===== config.mk =====
export PLATFORM = sky130hd
export DESIGN_NAME = typec_cc_attach_detect
export DESIGN_NICKNAME = d
export VERILOG_FILES = /design/src/logic/cc_detect_pkg.sv /design/src/logic/bmc_tx.sv /design/src/logic/typec_cc_attach_detect.sv
export VERILOG_INCLUDE_DIRS = /design/src /design/src/logic
export SDC_FILE = /design/constraint.sdc
export NUM_CORES = 1
export LEC_CHECK = 0
export BUFFER_PORTS_ARGS = -buffer_cell sky130_fd_sc_hd__buf_2
export CAP_MARGIN = 20
export CELL_PAD_IN_SITES_DETAIL_PLACEMENT = 1
export CELL_PAD_IN_SITES_GLOBAL_PLACEMENT = 1
export CORE_MARGIN = 1
export CORE_UTILIZATION = 41
export DETAILED_ROUTE_END_ITERATION = 8
export PLACE_DENSITY = 0.77
export SYNTH_ARGS = -nofsm -noshare
export SYNTH_HDL_FRONTEND = slang
export SYNTH_SLANG_ARGS = --single-unit

===== constraint.sdc =====
create_clock -name i_core_clk -period 2.1 [get_ports i_core_clk]
set_clock_uncertainty 0.2 [all_clocks]
set_input_delay 0 -clock i_core_clk [delete_from_list [all_inputs] [get_ports i_core_clk]]
set_output_delay 0 -clock i_core_clk [all_outputs]
set_load 0.01 [all_outputs]

===== src/logic/cc_detect_cfg.svh =====
// Constants for the Type-C attach-detect block: field codes, reset values, timing.
// Assumes inclusion by the package and the design files by bare name.
`ifndef CC_DETECT_CFG_SVH
`define CC_DETECT_CFG_SVH

// Termination codes seen on a pin
`define TERM_OPEN 2'h0
`define TERM_RD 2'h1
`define TERM_RA 2'h2

// Advertisement levels
`define ADV_DEFAULT 2'h0
`define ADV_MEDIUM 2'h1
`define ADV_HIGH 2'h2

// Encoded connection states
`define CONN_NONE 4'h0
`define CONN_SINK_A 4'h1
`define CONN_SINK_B 4'h2
`define CONN_CABLE_A 4'h3
`define CONN_CABLE_B 4'h4
`define CONN_CSINK_A 4'h5
`define CONN_CSINK_B 4'h6
`define CONN_DEBUG 4'h7
`define CONN_AUDIO 4'h8
`define CONN_UFP_A 4'h9
`define CONN_UFP_B 4'hA

// Debounce: time in us and cycles at 20 MHz
`define DEBOUNCE_US 10
`define CLK_MHZ 20
`define DEBOUNCE_CYC (`DEBOUNCE_US * `CLK_MHZ)

// BMC half-cell length in clock cycles
`define BMC_HALF_CYC 33

// Reset value of the transmit peak level
`define TX_PEAK_RESET 4'h8

`endif


===== src/logic/cc_detect_pkg.sv =====
// Types for the Type-C attach-detect block.
// Assumes cc_detect_cfg.svh is on the include path.
`default_nettype none
`include "cc_detect_cfg.svh"

package cc_detect_pkg;
  typedef enum logic [1:0] {ROLE_DFP, ROLE_UFP} role_t;

  // Analog comparator results for one pin
  typedef struct packed {
    logic below_ra;
    logic below_rd;
    logic above_detach;
    logic [1:0] pullup_level;
  } pin_sense_t;

  // Power path control
  typedef struct packed {
    logic vbus_on;
    logic vconn_a;
    logic vconn_b;
    logic watch_a;
    logic watch_b;
  } power_ctl_t;
endpackage
`default_nettype wire


===== src/logic/bmc_tx.sv =====
// BMC transmitter driving the active configuration-channel pin.
// Assumes bits arrive one at a time with valid/ready from the core.
`timescale 1ns/1ps
`default_nettype none
`include "cc_detect_cfg.svh"

module bmc_tx #(
  parameter int HALF_CYC = `BMC_HALF_CYC
) (
  // Clock and reset
  input wire logic i_core_clk,
  input wire logic i_rst,
  // Bit stream
  input wire logic i_start,
  input wire logic i_bit_valid,
  input wire logic i_bit,
  input wire logic i_last,
  output logic o_bit_ready,
  // Line
  output logic o_line,
  output logic o_drive,
  output logic o_busy
);
  typedef enum logic [1:0] {IDLE, FIRST, HALF1, HALF2} tx_state_t;
  tx_state_t state_reg, state_next;
  logic [7:0] cnt_reg, cnt_next;
  logic line_reg, line_next;
  logic bit_reg, bit_next;
  logic last_reg, last_next;
  logic drive_reg, drive_next;
  logic rdy_reg, rdy_next;
  logic tick;

  assign tick = (cnt_reg == 8'(HALF_CYC - 1));
  assign o_line = line_reg;
  assign o_drive = drive_reg;
  assign o_bit_ready = rdy_reg;
  assign o_busy = (state_reg != IDLE);

  always_comb begin
    state_next = state_reg;
    cnt_next = tick ? 8'h00 : cnt_reg + 8'h01;
    line_next = line_reg;
    bit_next = bit_reg;
    last_next = last_reg;
    drive_next = drive_reg;
    rdy_next = 1'b0;
    case (state_reg)
      IDLE: begin
        cnt_next = 8'h00;
        drive_next = 1'b0;
        if (i_start && i_bit_valid) begin
          line_next = 1'b0;
          drive_next = 1'b1;
          bit_next = i_bit;
          last_next = i_last;
          rdy_next = 1'b1;
          state_next = HALF2;
        end
      end
      HALF1: if (tick) begin
        if (bit_reg) begin
          line_next = ~line_reg;
        end
        state_next = HALF2;
      end
      HALF2: if (tick) begin
        line_next = ~line_reg;
        if (last_reg) begin
          state_next = FIRST;
        end else if (i_bit_valid) begin
          bit_next = i_bit;
          last_next = i_last;
          rdy_next = 1'b1;
          state_next = HALF1;
        end else begin
          state_next = FIRST;
        end
      end
      FIRST: if (tick) begin
        drive_next = 1'b0;
        state_next = IDLE;
      end
      default: state_next = IDLE;
    endcase
    if (state_reg == HALF2 && state_next == HALF2 && cnt_reg == 8'h00 && line_reg == 1'b0
        && rdy_reg) begin
      state_next = HALF1;
    end
  end

  always_ff @(posedge i_core_clk) begin
    if (i_rst) begin
      state_reg <= IDLE;
      cnt_reg <= 8'h00;
      line_reg <= 1'b0;
      bit_reg <= 1'b0;
      last_reg <= 1'b0;
      drive_reg <= 1'b0;
      rdy_reg <= 1'b0;
    end else begin
      state_reg <= state_next;
      cnt_reg <= cnt_next;
      line_reg <= line_next;
      bit_reg <= bit_next;
      last_reg <= last_next;
      drive_reg <= drive_next;
      rdy_reg <= rdy_next;
    end
  end
endmodule
`default_nettype wire


===== src/logic/typec_cc_attach_detect.sv =====
// Type-C configuration-channel attach detection, power path and transmit control.
// Assumes comparator results arrive synchronous to i_core_clk; one clock domain.
// Operation
// - Both pins open: keep watching both, VBUS and VCONN off.
// - One Rd, other open: sink attached, orient to Rd pin, VBUS on only.
// - One Ra, other open: cable only, watch both pins, power stays off.
// - Ra plus Rd: VBUS on, VCONN on Ra pin, watch Rd pin only.
// - Rd/Rd is debug accessory, Ra/Ra audio accessory; watch both pins, detach only once both read open.
// - As source, pull-up current advertises default, medium or high level.
// - Pin below active-cable threshold for the level counts as Ra.
// - Attached to a sink (one pin watched): that pin above detach threshold registers a disconnect.
// - As sink present pull-downs, declare attach only with VBUS present.
// - As sink decode advertised current from far-end pull-up level.
// - After dead-battery boot switch to trimmed normal pull-down.
// - Transmitter drives active pin only while sending, else high impedance.
// - Transmit peak level is a programmable setting from device control.
// - Only one party transmits; others hold drivers in high impedance.
// - Source path current limited whenever sensed current exceeds the limit.
// - BMC: edge at every bit boundary, extra mid-cell edge for a one.
// - Preamble starts low; last bit closed with a terminating edge.
`timescale 1ns/1ps
`default_nettype none
`include "cc_detect_cfg.svh"

module typec_cc_attach_detect #(
  parameter int DEBOUNCE = `DEBOUNCE_CYC
) (
  // Clock and reset
  input wire logic i_core_clk,
  input wire logic i_rst,
  // Configuration
  input wire cc_detect_pkg::role_t i_role,
  input wire logic [1:0] i_adv_level,
  input wire logic [3:0] i_tx_peak_level,
  input wire logic i_dead_battery_boot,
  input wire logic i_status_clear,
  // Pin sensing
  input wire cc_detect_pkg::pin_sense_t i_sense_a,
  input wire cc_detect_pkg::pin_sense_t i_sense_b,
  input wire logic i_vbus_present,
  input wire logic i_five_volt_over_limit,
  // Transmit bits
  input wire logic i_tx_start,
  input wire logic i_tx_bit_valid,
  input wire logic i_tx_bit,
  input wire logic i_tx_last,
  output logic o_tx_bit_ready,
  // Pin controls
  output logic [1:0] o_cc_source_current,
  output logic o_trimmed_sink_pulldown,
  output logic o_dead_battery_pulldown,
  output logic o_cc_a_out,
  output logic o_cc_a_oe,
  output logic o_cc_b_out,
  output logic o_cc_b_oe,
  output logic [3:0] o_tx_peak_level,
  // Power and status
  output cc_detect_pkg::power_ctl_t o_power,
  output logic o_five_volt_current_limit,
  output logic [3:0] o_conn_state,
  output logic o_orient_b,
  output logic [1:0] o_sink_adv,
  output logic o_change_flag
);
  logic [1:0] term_a, term_b, raw_a, raw_b;
  logic [15:0] deb_reg, deb_next;
  logic [3:0] stable_reg, stable_next;
  logic [3:0] conn_reg, conn_next;
  cc_detect_pkg::power_ctl_t pwr_reg, pwr_next;
  logic orient_reg, orient_next;
  logic [1:0] sadv_reg, sadv_next;
  logic flag_reg, flag_next;
  logic trim_reg, trim_next;
  logic db_reg, db_next;
  logic [1:0] src_reg, src_next;
  logic [3:0] peak_reg, peak_next;
  logic lim_reg, lim_next;
  logic a_out_reg, a_oe_reg, b_out_reg, b_oe_reg;
  logic tx_line, tx_drive;
  logic detach;

  function automatic logic [1:0] classify(input cc_detect_pkg::pin_sense_t s);
    if (s.below_ra) begin
      classify = `TERM_RA;
    end else if (s.below_rd) begin
      classify = `TERM_RD;
    end else begin
      classify = `TERM_OPEN;
    end
  endfunction

  assign raw_a = classify(i_sense_a);
  assign raw_b = classify(i_sense_b);
  assign term_a = stable_reg[3:2];
  assign term_b = stable_reg[1:0];
  assign detach = (i_role == cc_detect_pkg::ROLE_DFP) &&
      ((pwr_reg.watch_a && !pwr_reg.watch_b && i_sense_a.above_detach) ||
      (pwr_reg.watch_b && !pwr_reg.watch_a && i_sense_b.above_detach));

  always_comb begin
    deb_next = deb_reg;
    stable_next = stable_reg;
    // Detach skips the debounce so the stale pin state cannot re-attach
    if (detach || {raw_a, raw_b} == stable_reg) begin
      deb_next = 16'h0000;
      stable_next = {raw_a, raw_b};
    end else if (deb_reg == 16'(DEBOUNCE - 1)) begin
      deb_next = 16'h0000;
      stable_next = {raw_a, raw_b};
    end else begin
      deb_next = deb_reg + 16'h0001;
    end
  end

  always_comb begin
    conn_next = conn_reg;
    pwr_next = '0;
    orient_next = orient_reg;
    sadv_next = sadv_reg;
    if (i_role == cc_detect_pkg::ROLE_DFP) begin
      case ({term_a, term_b})
        {`TERM_OPEN, `TERM_OPEN}: begin
          conn_next = `CONN_NONE;
          pwr_next.watch_a = 1'b1;
          pwr_next.watch_b = 1'b1;
        end
        {`TERM_RD, `TERM_OPEN}: begin
          conn_next = `CONN_SINK_A;
          orient_next = 1'b0;
          pwr_next.vbus_on = 1'b1;
          pwr_next.watch_a = 1'b1;
        end
        {`TERM_OPEN, `TERM_RD}: begin
          conn_next = `CONN_SINK_B;
          orient_next = 1'b1;
          pwr_next.vbus_on = 1'b1;
          pwr_next.watch_b = 1'b1;
        end
        {`TERM_RA, `TERM_OPEN}: begin
          conn_next = `CONN_CABLE_A;
          pwr_next.watch_a = 1'b1;
          pwr_next.watch_b = 1'b1;
        end
        {`TERM_OPEN, `TERM_RA}: begin
          conn_next = `CONN_CABLE_B;
          pwr_next.watch_a = 1'b1;
          pwr_next.watch_b = 1'b1;
        end
        {`TERM_RA, `TERM_RD}: begin
          conn_next = `CONN_CSINK_B;
          orient_next = 1'b1;
          pwr_next.vbus_on = 1'b1;
          pwr_next.vconn_a = 1'b1;
          pwr_next.watch_b = 1'b1;
        end
        {`TERM_RD, `TERM_RA}: begin
          conn_next = `CONN_CSINK_A;
          orient_next = 1'b0;
          pwr_next.vbus_on = 1'b1;
          pwr_next.vconn_b = 1'b1;
          pwr_next.watch_a = 1'b1;
        end
        {`TERM_RD, `TERM_RD}: begin
          conn_next = `CONN_DEBUG;
          pwr_next.watch_a = 1'b1;
          pwr_next.watch_b = 1'b1;
        end
        {`TERM_RA, `TERM_RA}: begin
          conn_next = `CONN_AUDIO;
          pwr_next.watch_a = 1'b1;
          pwr_next.watch_b = 1'b1;
        end
        default: begin
          conn_next = `CONN_NONE;
          pwr_next.watch_a = 1'b1;
          pwr_next.watch_b = 1'b1;
        end
      endcase
      if (detach) begin
        conn_next = `CONN_NONE;
        pwr_next = '0;
        pwr_next.watch_a = 1'b1;
        pwr_next.watch_b = 1'b1;
      end
    end else begin
      pwr_next.watch_a = 1'b1;
      pwr_next.watch_b = 1'b1;
      if (!i_vbus_present) begin
        conn_next = `CONN_NONE;
      end else if (i_sense_a.pullup_level != 2'h0) begin
        conn_next = `CONN_UFP_A;
        orient_next = 1'b0;
        sadv_next = i_sense_a.pullup_level;
      end else if (i_sense_b.pullup_level != 2'h0) begin
        conn_next = `CONN_UFP_B;
        orient_next = 1'b1;
        sadv_next = i_sense_b.pullup_level;
      end
    end
  end

  always_comb begin
    // sticky change flag, set beats clear
    flag_next = flag_reg && !i_status_clear;
    if (conn_next != conn_reg || orient_next != orient_reg) begin
      flag_next = 1'b1;
    end
    src_next = (i_role == cc_detect_pkg::ROLE_DFP) ? i_adv_level : `ADV_DEFAULT;
    db_next = db_reg && i_dead_battery_boot;
    trim_next = (i_role == cc_detect_pkg::ROLE_UFP) && !db_next;
    peak_next = i_tx_peak_level;
    lim_next = i_five_volt_over_limit;
  end

  bmc_tx u_tx (
    .i_core_clk(i_core_clk),
    .i_rst(i_rst),
    .i_start(i_tx_start),
    .i_bit_valid(i_tx_bit_valid),
    .i_bit(i_tx_bit),
    .i_last(i_tx_last),
    .o_bit_ready(o_tx_bit_ready),
    .o_line(tx_line),
    .o_drive(tx_drive),
    .o_busy()
  );

  always_ff @(posedge i_core_clk) begin
    if (i_rst) begin
      deb_reg <= 16'h0000;
      stable_reg <= 4'h0;
      conn_reg <= `CONN_NONE;
      pwr_reg <= 5'h03;
      orient_reg <= 1'b0;
      sadv_reg <= 2'h0;
      flag_reg <= 1'b0;
      trim_reg <= 1'b0;
      db_reg <= 1'b1;
      src_reg <= `ADV_DEFAULT;
      peak_reg <= `TX_PEAK_RESET;
      lim_reg <= 1'b0;
      a_out_reg <= 1'b0;
      a_oe_reg <= 1'b0;
      b_out_reg <= 1'b0;
      b_oe_reg <= 1'b0;
    end else begin
      deb_reg <= deb_next;
      stable_reg <= stable_next;
      conn_reg <= conn_next;
      pwr_reg <= pwr_next;
      orient_reg <= orient_next;
      sadv_reg <= sadv_next;
      flag_reg <= flag_next;
      trim_reg <= trim_next;
      db_reg <= db_next;
      src_reg <= src_next;
      peak_reg <= peak_next;
      lim_reg <= lim_next;
      // drive only active pin while sending
      a_out_reg <= tx_line;
      b_out_reg <= tx_line;
      a_oe_reg <= tx_drive && !orient_reg;
      b_oe_reg <= tx_drive && orient_reg;
    end
  end

  assign o_cc_source_current = src_reg;
  assign o_trimmed_sink_pulldown = trim_reg;
  assign o_dead_battery_pulldown = db_reg;
  assign o_cc_a_out = a_out_reg;
  assign o_cc_a_oe = a_oe_reg;
  assign o_cc_b_out = b_out_reg;
  assign o_cc_b_oe = b_oe_reg;
  assign o_tx_peak_level = peak_reg;
  assign o_power = pwr_reg;
  assign o_five_volt_current_limit = lim_reg;
  assign o_conn_state = conn_reg;
  assign o_orient_b = orient_reg;
  assign o_sink_adv = sadv_reg;
  assign o_change_flag = flag_reg;
endmodule
`default_nettype wire


==> summary.md <==
| Metric | Value |
|---|---|
| Outcome | finished, final reports clean |
| Critical path fanouts, max | 3 |
| Synth Area in XOR/XNOR | 6.140% |
| Fin. Hold Viols | 0 |
| Most frequent cells in the layout | dfxtp_1 (58), buf_2 (54), nor2_1 (51) |
| Compound-Gate Fraction of Synth Area | 14.56% |
| CP endpoint kind | register |
| Commonest non-fill, non-tap cell in the layout | dfxtp_1 |
| Main flop type after synthesis | dfxtp_1 |
| Cells after Synth | 332 |
| Placed Cells | 469 |
| Power Dens Cells | 763.0 nW/um2 |
| Total GRT Usage | 23.12% |
| Startpoint Class | primary input |
| Via/cell ratio | 5.307 |
| Die height | 85.42 um |
| WHS | 0.01425 ns |
| Root Driver | clkbuf_8 |
| Layout cells sized above 1 | 23.29% |
| Chip Width | 85.42 um |
| Vias in the first global route | 2886 |
| Synth area leaders | dfxtp_1 (42%), nor2_1 (6.8%), xor2_1 (4.6%), ha_1 (3.9%), nand2_1 (3.4%) |
| Initial antenna violation count | 0 |
| Max reg flops | 16 |
| Synth warn | 0 |
| FFs w/ async S/R, synth | 0% |
| Largest net degree at the start of global routing | 34 |
| Total Power | 2.911 mW |
| Post-place instance area | 3273 um2 |
| Worst EP arrival | 2.14 ns |
| Endpoints failing setup | 0 |
| Drt drc | 0 |
| Synth cell types | 56 |
| Finished Core Util | 56.46% |
| Post-Synth Simple-Gate Area | 26.93% |
| Buffers added on ports | 54 |
| Final instance area | 3815 um2 |
| Kind of critical path | primary input to register |
| Rel. slew slack | 57.34% |
| Initial DRC count | 133 |
| Core area | 6756 um2 |
| Initial DRT Pass Iterations | 4 |
| IR drop worst, VDD | 0.0003785 V |
| Min Tclk post-route | 2.064 ns |
| Number of synthesized register bits | 60 |
| Adder-Cell Fraction of Synth Area | 3.947% |
| Worst slack, placed | 0.03092 ns |
| EDFF count, synth | 0 |
| Post-Syn Area | 2853 um2 |
| Final WS setup | 0.03648 ns |
| IO Pins | 55 |
| Final period util | 98.26% |
| H-Tree Level Count | 3 |
| Syn nets | 369 |
| CTS tree | yes |
| Antenna diodes | 0 |
| Worst-Margin Slew | 0.6400 ns |
| Nets@finish | 470 |
| Required @ worst endpoint | 2.18 ns |
| Sequential share of the synthesized area | 42.11% |
| Final max-slew violation count | 0 |
| Routed wire length per instance | 15.26 um |
| Fin Setup TNS | 0 ns |
| RSZ-0062 raised after global routing | false |
| Die Footprint | 7296 um2 |
| Max cap viols | 0 |
| Post-Layout Cell Count | 518 |
| First-pass GRT wire length | 13.18 mm |
| Post-synth top area cell | dfxtp_1 |
| Clock-pin slew on the worst setup and hold paths | 0.07 ns |
| Row count | 30 |
| Area Growth Syn to Fin | 33.73% |
| Clk buf depth | 2 |
| Final wirelength | 7.906 mm |
| Mean Syn Cell Area | 8.593 um2 |
| Post-synthesis mux area share | 2.149% |
| Starting Density | 42.22% |
| Vias | 2749 |
| CTS buffer count | 9 |
| Grt ovf | 0 |
| Leak | 1.579 nW |
| Clock Sinks | 60 |
| Antenna-violating nets left | 0 |
| Clock Latency Late Sink | 0.33 ns |
| GPL Wtd Cong | 0.8359 |
| Top-area cell type share of the netlist area | 42.11% |
| Hold crit path type | primary input to register |
| Hpwl dp | 5.170 mm |
| Largest family of logic cells by synthesized area | simple AND/OR/NAND/NOR gates |
| Max Fclk | 484.6 MHz |
## Yosys cell counts (all sizes together), types with 2 or more instances
cell type / n
o21ai: 9
xnor2: 5
nand3: 18
a2111oi: 2
nand4: 3
nor4b: 2
o31ai: 3
a32o: 2
or4: 3
ha: 9
nor4: 2
a211oi: 4
nor2b: 11
or3: 3
nand2: 26
nand2b: 3
and3b: 2
dfxtp: 60
mux2i: 5
nor2: 53
and3: 4
clkbuf: 7
a21o: 3
or2: 4
a21boi: 3
o21a: 2
a311oi: 3
xor2: 15
a21oi: 16
nor3: 7
buf: 6
inv: 13
nor3b: 8
## report_power, final
part	total [mW]	switching, mW	internal (mW)
clock	1.00	0.461	0.543
sequential	1.26	0.0554	1.21
combinational	0.646	0.347	0.299
total	2.91	0.863	2.05
## metal layers
| layer | global-route usage (%) | share of wire [%] | vias to the layer above |
|---|---|---|---|
| li1 | - | - | 1356 |
| met1 | 26.99 | 45 | 1324 |
| met2 | 41.24 | 50 | 57 |
| met3 | 5.350 | 3.0 | 12 |
| met4 | 8.333 | 1.6 | 0 |
| met5 | 0 | 0 | - |
## final cells by class
class                           instances  area, um2
Clock buffer                           11      131.4
Clock inverter                          5      52.55
Fill cell                             833       2942
Inverter                               13      48.80
Multi-Input combinational cell        246       1558
Sequential cell                        60       1204
Tap cell                               80      100.1
Timing Repair Buffer                  103      720.7
## critical path, cell delays in order
cell and delay, ns:
dlygate4sd3_1 0.52, buf_2 0.14, nand2b_1 0.06, dlygate4sd3_1 0.58, a311oi_1 0.26, dlygate4sd3_1 0.58
## repair_timing
item,4_1_cts,5_1_grt
setup endpoints to repair,1,6
pin swaps,0,1
resized for setup,1,9
buffers inserted,0,0
hold endpoints to repair,27,0
hold buffers,33,0
## cells by family after synthesis
kind of cell               Yosys count
xor gates and xnor gates            20
AOI/OAI and AO/OA                   59
buffers and inverters               26
and+or+nand+nor                    152
DFF                                 60
adders and majority gates            9
muxes                                6
## final timing paths
kind / depth (start not counted) / end / from / slack (ns)
max: 6 / o_sink_adv[0] / i_sense_b[0] / 0.04
min: 5 / o_conn_state[0] / i_sense_a[1] / 0.01
max reg2reg: 6 / deb_reg[15] / o_power[1] / 0.12
min reg2reg: 1 / deb_reg[0] / deb_reg[0] / 0.28
No activity file was read; power rests on OpenSTA's default activity.
